===== src/pcgu_pkg.sv =====
package pcgu_pkg;

    // =========================================================
    // Register window.
    // =========================================================
    localparam logic [31:0] PCGU_BASE_DEFAULT = 32'hfffc_4000;
    localparam logic [31:0] PCGU_TOP3M_FLOOR  = 32'hffd0_0000;
    localparam int          PCGU_WIN_BITS     = 14;
    localparam logic [13:0] PCGU_OFS_SET      = 14'h0000;
    localparam logic [13:0] PCGU_OFS_CLR      = 14'h0004;
    localparam logic [13:0] PCGU_OFS_STAT     = 14'h0008;

    // =========================================================
    // Field positions.
    // =========================================================
    localparam int PCGU_CORE_BIT = 0;
    localparam int PCGU_PER_LSB  = 1;

    // =========================================================
    // Types.
    // =========================================================
    typedef struct packed {
        logic        wr;
        logic        rd;
        logic [31:0] addr;
        logic [31:0] wdata;
    } pcgu_req_t;

    typedef enum logic [1:0] {
        PCGU_RUN      = 2'b00,
        PCGU_STOPPING = 2'b01,
        PCGU_HALTED   = 2'b11
    } pcgu_core_t;

endpackage


===== src/pcgu_clock_gating_manager.sv =====
`timescale 1ns/10ps

// What this block does
// - Separate clock enables for the processor core and each gated peripheral.
// - Core clock stop waits until the current instruction completes.
// - Halted core clock restarts on an enabled pending interrupt or hardware reset.
// - Disabling a peripheral clock stops it at once.
// - Re-enabled peripheral resumes from the state it held when stopped.
// - RAM and gated module registers keep their values while clocks stop.
// - Control register has three locations; ones written at the first set bits.
// - Ones at the second location clear bits; third location reads value.
// - Zero bits written at set or clear locations change nothing.
// - Register space is a 16K byte window in the top 3M bytes.
// - Base is the window's lowest address; offsets count upward from it.
module pcgu_clock_gating_manager #(
    parameter int          N_PERIPH = 16,
    parameter logic [31:0] BASE     = pcgu_pkg::PCGU_BASE_DEFAULT
) (
    input  wire logic                 i_clk,
    input  wire logic                 i_sys_rst,
    input  wire pcgu_pkg::pcgu_req_t  i_req,
    input  wire logic                 i_insn_done,
    input  wire logic                 i_irq_pending,
    output logic [31:0]               o_rdata,
    output logic                      o_core_clk,
    output logic [N_PERIPH-1:0]       o_periph_clk,
    output logic                      o_core_halted
);

    // =========================================================
    // Address decode.
    // =========================================================
    logic                    in_win;
    logic [13:0]             ofs;
    logic                    wr_set;
    logic                    wr_clr;
    logic                    rd_stat;
    logic [N_PERIPH:0]       stat_q;
    logic [N_PERIPH:0]       stat_d;
    logic [N_PERIPH:0]       gate_en_q;
    pcgu_pkg::pcgu_core_t    core_q;
    pcgu_pkg::pcgu_core_t    core_d;
    logic                    wake;

    // The window must sit in the top 3M bytes; a bad base is caught at elaboration.
    if (BASE < pcgu_pkg::PCGU_TOP3M_FLOOR || BASE[pcgu_pkg::PCGU_WIN_BITS-1:0] != '0) begin : g_bad_base
        $error("Base address outside the top 3M bytes or not window aligned.");
    end

    assign in_win  = (i_req.addr[31:pcgu_pkg::PCGU_WIN_BITS] == BASE[31:pcgu_pkg::PCGU_WIN_BITS]);
    assign ofs     = i_req.addr[pcgu_pkg::PCGU_WIN_BITS-1:0];

    // Set and clear writes decode first; a request with both strobes at the read location still returns data.
    always_comb begin
        wr_set  = 1'b0;
        wr_clr  = 1'b0;
        rd_stat = 1'b0;
        if (in_win && i_req.wr && ofs == pcgu_pkg::PCGU_OFS_SET) begin
            wr_set = 1'b1;
        end else if (in_win && i_req.wr && ofs == pcgu_pkg::PCGU_OFS_CLR) begin
            wr_clr = 1'b1;
        end else if (in_win && i_req.rd && ofs == pcgu_pkg::PCGU_OFS_STAT) begin
            rd_stat = 1'b1;
        end
    end

    // =========================================================
    // Enable register.
    // =========================================================
    assign wake = (core_q == pcgu_pkg::PCGU_HALTED) && i_irq_pending;

    always_comb begin
        stat_d = stat_q;
        if (wr_set) begin
            stat_d = stat_q | i_req.wdata[N_PERIPH:0];
        end else if (wr_clr) begin
            stat_d = stat_q & ~i_req.wdata[N_PERIPH:0];
        end
        // A wake-up interrupt wins over a clear landing in the same cycle.
        if (wake) begin
            stat_d[pcgu_pkg::PCGU_CORE_BIT] = 1'b1;
        end
    end

    // Reset enables every clock, which is also the hardware-reset restart path.
    always_ff @(posedge i_clk or posedge i_sys_rst) begin
        if (i_sys_rst) begin
            stat_q <= '1;
        end else begin
            stat_q <= stat_d;
        end
    end

    // Unmapped reads and reads of the write-only locations return zero.
    always_ff @(posedge i_clk or posedge i_sys_rst) begin
        if (i_sys_rst) begin
            o_rdata <= 32'h0000_0000;
        end else if (rd_stat) begin
            o_rdata <= 32'(stat_q);
        end else begin
            o_rdata <= 32'h0000_0000;
        end
    end

    // =========================================================
    // Core clock stop sequence.
    // =========================================================
    // A clear already in the register when the instruction finishes halts at once; a clear
    // written in that same cycle is seen one edge later, so the core waits for the next one.
    always_comb begin
        core_d = core_q;
        case (core_q)
            pcgu_pkg::PCGU_RUN: begin
                if (!stat_q[pcgu_pkg::PCGU_CORE_BIT]) begin
                    core_d = i_insn_done ? pcgu_pkg::PCGU_HALTED : pcgu_pkg::PCGU_STOPPING;
                end
            end
            pcgu_pkg::PCGU_STOPPING: begin
                if (stat_q[pcgu_pkg::PCGU_CORE_BIT]) begin
                    core_d = pcgu_pkg::PCGU_RUN;
                end else if (i_insn_done) begin
                    core_d = pcgu_pkg::PCGU_HALTED;
                end
            end
            pcgu_pkg::PCGU_HALTED: begin
                if (i_irq_pending || stat_q[pcgu_pkg::PCGU_CORE_BIT]) begin
                    core_d = pcgu_pkg::PCGU_RUN;
                end
            end
            default: core_d = pcgu_pkg::PCGU_RUN;
        endcase
    end

    always_ff @(posedge i_clk or posedge i_sys_rst) begin
        if (i_sys_rst) begin
            core_q <= pcgu_pkg::PCGU_RUN;
        end else begin
            core_q <= core_d;
        end
    end

    assign o_core_halted = (core_q == pcgu_pkg::PCGU_HALTED);

    // =========================================================
    // Glitch-free gates.
    // =========================================================
    // Enables are retimed on the falling edge, so an AND gate only ever opens or
    // closes while the clock is low. A stopped module simply sees no edges and its
    // flops and RAM hold, which is why no state needs saving around a stop.
    always_ff @(negedge i_clk or posedge i_sys_rst) begin
        if (i_sys_rst) begin
            gate_en_q <= '1;
        end else begin
            gate_en_q <= {stat_q[N_PERIPH:pcgu_pkg::PCGU_PER_LSB], core_q != pcgu_pkg::PCGU_HALTED};
        end
    end

    assign o_core_clk = i_clk & gate_en_q[0];

    for (genvar g = 0; g < N_PERIPH; g++) begin : g_gate
        assign o_periph_clk[g] = i_clk & gate_en_q[g+1];
    end
endmodule // pcgu_clock_gating_manager


===== config.mk =====
export PLATFORM = sky130hd
export DESIGN_NAME = pcgu_clock_gating_manager
export DESIGN_NICKNAME = d
export VERILOG_FILES = /design/src/pcgu_pkg.sv /design/src/pcgu_clock_gating_manager.sv
export SDC_FILE = /design/constraint.sdc
export NUM_CORES = 1
export LEC_CHECK = 0
export BUFFER_PORTS_ARGS = -buffer_cell sky130_fd_sc_hd__buf_2
export CORE_AREA = 2 2 78 80
export CTS_BUF_LIST = sky130_fd_sc_hd__clkbuf_4 sky130_fd_sc_hd__clkbuf_8
export DETAILED_ROUTE_END_ITERATION = 8
export DIE_AREA = 0 0 80 82
export PLACE_DENSITY = 0.78
export SKIP_CTS_REPAIR_TIMING = 1
export SLEW_MARGIN = 20
export SYNTH_ARGS = -nofsm -noshare
export SYNTH_HDL_FRONTEND = slang
export SYNTH_SLANG_ARGS = --single-unit

===== constraint.sdc =====
create_clock -name i_clk -period 1.6 [get_ports i_clk]
set_input_delay 0.48 -clock i_clk [delete_from_list [all_inputs] [get_ports i_clk]]
set_output_delay 0.48 -clock i_clk [all_outputs]
set_load 0.1 [all_outputs]

==> After elaboration in Yosys (flattened, before gate mapping) <==
Cells that the tools add are included.
Widths: inputs -> output; s select.
{ "totals": {"output_inout_bits": 50, "inputBits": 70, "ff_bits": 68, "word_cells": 62} }
{ "classes": {"muxes": 16, "n_reduce_logical": 12, "n_bitwise": 20, "eq_ne": 9} }
{ "op_table": {"columns": ["operator", "n"], "rows": [
  ["$mux 17", 3],
  ["$eq 18x18->1 const B", 1],
  ["$and 1x1->1", 17],
  ["$and 17x17->17", 1],
  ["$not 17->17", 1],
  ["$or 17x17->17", 1],
  ["$eq 14x3->1 const B", 1],
  ["$eq 14x4->1 const B", 1],
  ["$logic_not 14->1", 1],
  ["$mux 2", 5],
  ["$mux 1", 7],
  ["$logic_and 1x1->1", 6],
  ["$pmux 2 s3", 1],
  ["$ne 2x2->1 const B", 2],
  ["$ne 3x3->1 const B", 1],
  ["$reduce_and 3->1", 1],
  ["$reduce_bool 3->1", 1],
  ["$eq 2x1->1 const B", 1],
  ["$eq 2x2->1 const B", 1],
  ["$logic_not 2->1", 1],
  ["$ne 2x1->1 const B", 1],
  ["$reduce_bool 2->1", 1],
  ["$logic_or 1x1->1", 1]
]} }

==> Logic depth before layout (Yosys ltp) <==
Gate-level depths: netlist of the first run.
{ "depth": {"word_depth": 8, "mapped_depth": 7, "depth_no_buf": 5} }

==> results.cfg, run 1 <==
[setup_path]
critPathLaunchType = flip-flop
ff2ff_path_depth = 2
r2r_end = gate_en_q[0]$_DFF_NP1_
critPathKind = reg2out
rrSetupSlack_ns = 0.20
r2r_start = core_q[1]$_DFFE_PP0P_
cp.arrival_ns = 2.11
critPathMaxFanout = 1
end_kind = primary output
crit_required_ns = 1.12

[logic_synthesis]
yosys-top-cells-count = 34 x dfstp_2, 33 x and2_1, 23 x o21ai_1
synth_area_leaders = dfstp_2 39%, dfrtp_1 21%, and2_1 8.9%, buf_4 5.2%, o21ai_1 5.0%
avgSynthCellArea_um2 = 11.4
synth.cell_area_um2 = 2320
synthAdderAreaFrac_pct = 0
synth-xor-area-share_pct = 0
synth_mux_area_share_pct = 2.43
synth_top_area_cell = dfstp_2
ys_types = 32
yosysMostFrequentCell = dfstp_2
synthSimpleGateAreaFrac_pct = 23.9
synth-seq-cells = 53
synth_top_area_share_pct = 38.6
ys_seq_area_share_pct = 59.1
synth_compound_area_share_pct = 5.73
synth_ff_type = dfstp_2
synth_edf_count = 0
syn_inst = 203
ys_async_sr_fraction_pct = 100
synth_warnings = 0
synth_top_family_by_area = simple AND/OR/NAND/NOR gates

[global_route]
gr-usage-all-layers_pct = 15.8
overflow = 0
grt_start_max_net_pins = 28
grt_pass1_wl_um = 7670
antenna_found_initial = 0
grt_pass1_vias = 1873

[outcome]
violations = setup timing
status = complete, but fails checks

[job]
drv_cap = 0

[clock_tree]
cts_tree = done
clk_pin_slew_ns = 0.09
clk_latency_ns = 0.48

[routing]
routed_wirelength_um = 5200
num_vias = 1867
detail-route-antenna-nets = 0
drtIter0Drc = 105
vias_per_cell = 4.47
routedWlPerCell_um = 12.4
first_pass_iters = 4
drc = 0

[placed_design]
dpl-instance-area_um2 = 3000
hpwl_um = 3620
port_buffers = 89
gp_congestion = 0.715
dp_slack_ns = -0.706

[floorplanning]
start_util_pct = 40.3
design.core.area_um2 = 5750
die_y_um = 82
die_width_um = 80
dieArea_um2 = 6560
ios = 120
num_rows = 28

[layout]
fin_area_um2 = 3640
fillerInstances = 456
regArea_um2 = 1370
drive_gt1_share_pct = 57.1
multi_input_area_um2 = 868
antennaDiodeCount = 0
nets = 408
syn2layout_area_growth_pct = 57.3

[sta]
rsz0062_at_grt = yes
finalHoldViolCount = 0
fin_ws_ns = -0.987
fin_skew_ns = 0.0686
fin_setup_tns_ns = -16.42
maxSlewViolCount = 0
whs_ns = 0.0887
final-setup-viol-count = 35

[min_path]
hp-class = in2async

[power]
power_mw = 4.07
leakage_nw = 1.82
vdd_drop_max_uv = 1110
power_density_nw_per_um2 = 1120
metal layers:
metal / wire length (µm) / vias up / track usage [%]
met5: 0 / - / 0
met2: 2770 / 98 / 25.0
met1: 1730 / 845 / 15.8
li1: - / 898 / -
met4: 245 / 0 / 14.7
met3: 452 / 26 / 6.37
report_power, final:
group / leakage (nW) / internal, mW / total, mW / switching [mW]
clock network: 0.442 / 1.17 / 2.23 / 1.06
registers: 0.615 / 1.39 / 1.42 / 0.0293
logic: 0.759 / 0.137 / 0.419 / 0.282
total: 1.82 / 2.70 / 4.07 / 1.37
stage by stage:
step | std cells | utilization (%)
2_1_floorplan | 217 | -
4_1_cts | 414 | 57.6
5_1_grt | 418 | 63.4
3_3_place_gp | 377 | 52.2
6_report | 418 | 63.4
3_5_place_dp | 377 | 52.2
final cells by class:
cell class,instances,area share (%)
clock buffer,35,15.9
tap,75,2.58
timing repair buffer,93,16.5
inverter,13,1.44
clock inverter,20,2.23
multi-input combinational,129,23.8
sequential,53,37.6
worst max-delay path, cell delays in order (launching register included):
cell     delay (ns)
dfstp_2        0.51
and2_4         0.15
buf_12         0.17
cells in the final DEF, fill, tap and decap left out, types with 15 or more instances in the layout:
cell type,netlist,final
buf_12,0,20
buf_4,16,20
dfrtp_1,19,19
nand2_1,21,20
and2_4,0,17
clkbuf_4,0,18
dfstp_2,34,34
inv_1,14,28
conb_1,1,15
buf_2,2,54
and2_1,33,16
o21ai_1,23,23
cell families (layout without fill, tap and decap cells):
family                 after synthesis  count (layout)
AND/OR/NAND/NOR                     83              83
other                                1              15
buffers and inverters               35             161
flip-flops                          53              53
multiplexers                         5               5
AO/OA/AOI/OAI                       26              26
worst max-delay path by stage:
stage,startpoint,to,slack (ns),depth (start not counted)
4_1_cts,gate_en_q[0]$_DFF_NP1_,o_core_clk,-1.23,2
2_1_floorplan,gate_en_q[1]$_DFF_NP1_,o_periph_clk[0],-0.49,1
3_5_place_dp,gate_en_q[8]$_DFF_NP1_,o_periph_clk[7],-0.71,2
6_report,gate_en_q[6]$_DFF_NP1_,o_periph_clk[5],-0.99,2
3_3_place_gp,gate_en_q[6]$_DFF_NP1_,o_periph_clk[5],-0.70,2
5_1_grt,gate_en_q[0]$_DFF_NP1_,o_core_clk,-1.04,2
(Power assumes the default switching activity.)
==> run 2, diff against run 1 <==
--- a/config.mk
+++ b/config.mk
@@ -5,12 +5,14 @@
 export SDC_FILE = /design/constraint.sdc
 export NUM_CORES = 1
 export LEC_CHECK = 0
+export ABC_CLOCK_PERIOD_IN_PS = 1600
 export BUFFER_PORTS_ARGS = -buffer_cell sky130_fd_sc_hd__buf_2
 export CORE_AREA = 2 2 78 80
 export CTS_BUF_LIST = sky130_fd_sc_hd__clkbuf_4 sky130_fd_sc_hd__clkbuf_8
 export DETAILED_ROUTE_END_ITERATION = 8
 export DIE_AREA = 0 0 80 82
 export PLACE_DENSITY = 0.78
+export SETUP_SLACK_MARGIN = 0.15
 export SKIP_CTS_REPAIR_TIMING = 1
 export SLEW_MARGIN = 20
 export SYNTH_ARGS = -nofsm -noshare
==> run 2 against run 1 <==
Net effect: the run still ends with setup timing left; worst hold slack gained 0.0056 ns; non-clock buffer count up 7; total power up 1.8%; clock power rose by 2%; final cell count rose by 1.9%; register-to-register slack about the same; clock skew increased by 0.013 ns; critical path depth unchanged; worst setup slack got worse by 0.019 ns; first-iteration DRC count fell by 59%; combinational power up 3%; final area is 15% higher; highest routed layer unchanged.
==> results.cfg, run 2 (same netlist as run 1, synthesis figures left out) <==
[routing]
routedWlPerCell_um = 15.0
drtIter0Drc = 43
first_pass_iters = 4
drc = 0
routed_wirelength_um = 6400
vias_per_cell = 4.69
detail-route-antenna-nets = 0
num_vias = 1997

[placed_design]
port_buffers = 89
hpwl_um = 3680
gp_congestion = 0.734
place_inst = 381

[setup_path]
crit_required_ns = 1.12
path_cells = and2_4 > buf_12
rrSetupSlack_ns = 0.21
critPathKind = reg2out
end_kind = primary output
r2r_end = gate_en_q[15]$_DFF_NP1_
critPathLaunchType = flip-flop
ff2ff_path_depth = 0
critPathMaxFanout = 1
cp.arrival_ns = 2.13
critical-path-max-stage-delay_ns = 0.52
slowest_stage = dfstp_2

[min_path]
hp-class = in2async

[floorplanning]
design.core.area_um2 = 5750
die_width_um = 80
ios = 120
die_y_um = 82
dieArea_um2 = 6560
num_rows = 28
start_util_pct = 40.3

[sta]
fin_skew_ns = 0.0814
whs_ns = 0.0942
maxSlewViolCount = 0
finalHoldViolCount = 0
rsz0062_at_grt = yes
fin_ws_ns = -1.01
final-setup-viol-count = 35
fin_setup_tns_ns = -16.72

[global_route]
antenna_found_initial = 0
gr-usage-all-layers_pct = 16.3
grt_start_max_net_pins = 25
overflow = 0
grt_pass1_vias = 1954
grt_pass1_wl_um = 8000

[layout]
post-route-util_pct = 73.1
antennaDiodeCount = 0
final_common_cell = buf_2
layout_common_cells = 53 x buf_2, 38 x buf_12, 34 x dfstp_2
syn2layout_area_growth_pct = 81.5
drive_gt1_share_pct = 70.1
layout.cells.non_filler = 426
nets = 416

[power]
power_mw = 4.14
power_density_nw_per_um2 = 986
vdd_drop_max_uv = 1660
leakage_nw = 1.98

[clock_tree]
clk_latency_ns = 0.49
cts_tree = done
clk_pin_slew_ns = 0.10

[outcome]
status = complete, but fails checks
violations = setup timing

[job]
drv_cap = 0
run 2: stage by stage:
step | setup slack, ns | area (µm²)
floorplan | -0.491 | 2470
global placement | -0.697 | 3030
detailed placement | -0.709 | 3030
CTS | -1.23 | 3340
global route | -1.04 | 4200
finish | -1.01 | 4200
run 2: layout make-up:
| class | count | area (µm²) |
|---|---|---|
| clock buffers | 35 | 579 |
| clock inverters | 20 | 81.3 |
| fillers | 369 | 1540 |
| inverters | 13 | 56.3 |
| multi-input cells | 130 | 1070 |
| flip-flops and latches | 53 | 1370 |
| well taps | 75 | 93.8 |
| repair buffers | 100 | 950 |
run 2: how the worst max path moves through the flow:
stage,from,endpoint,slack (ns),depth (start not counted)
after global placement,gate_en_q[5]$_DFF_NP1_,o_periph_clk[4],-0.70,2
final,gate_en_q[8]$_DFF_NP1_,o_periph_clk[7],-1.01,2
after global routing,gate_en_q[8]$_DFF_NP1_,o_periph_clk[7],-1.04,2
after floorplan,gate_en_q[1]$_DFF_NP1_,o_periph_clk[0],-0.49,1
after detailed placement,gate_en_q[2]$_DFF_NP1_,o_periph_clk[1],-0.71,2
after CTS,gate_en_q[12]$_DFF_NP1_,o_periph_clk[11],-1.23,2
run 2: power by group:
part	leakage, nW	switching, mW	internal, mW
combinational	0.920	0.289	0.144
sequential	0.615	0.0365	1.39
clock	0.442	1.10	1.18
run 2: worst max-delay path, delay by kind of cell (launching register included):
kind                   cells  cell delay (ns)
buffers and inverters      1             0.16
DFF                        1             0.52
and+or+nand+nor            1             0.14
run 2: routing by layer:
layer  routed length [µm]  share of wire [%]  vias to the layer above  global-route usage [%]
met5                    0                  0                        -                       0
met4                  186                2.9                        0                    13.9
met3                  489                7.6                       21                    6.70
met2                 3540                 55                      100                    25.8
met1                 2190                 34                      954                    16.9
li1                     -                  -                      922                       -
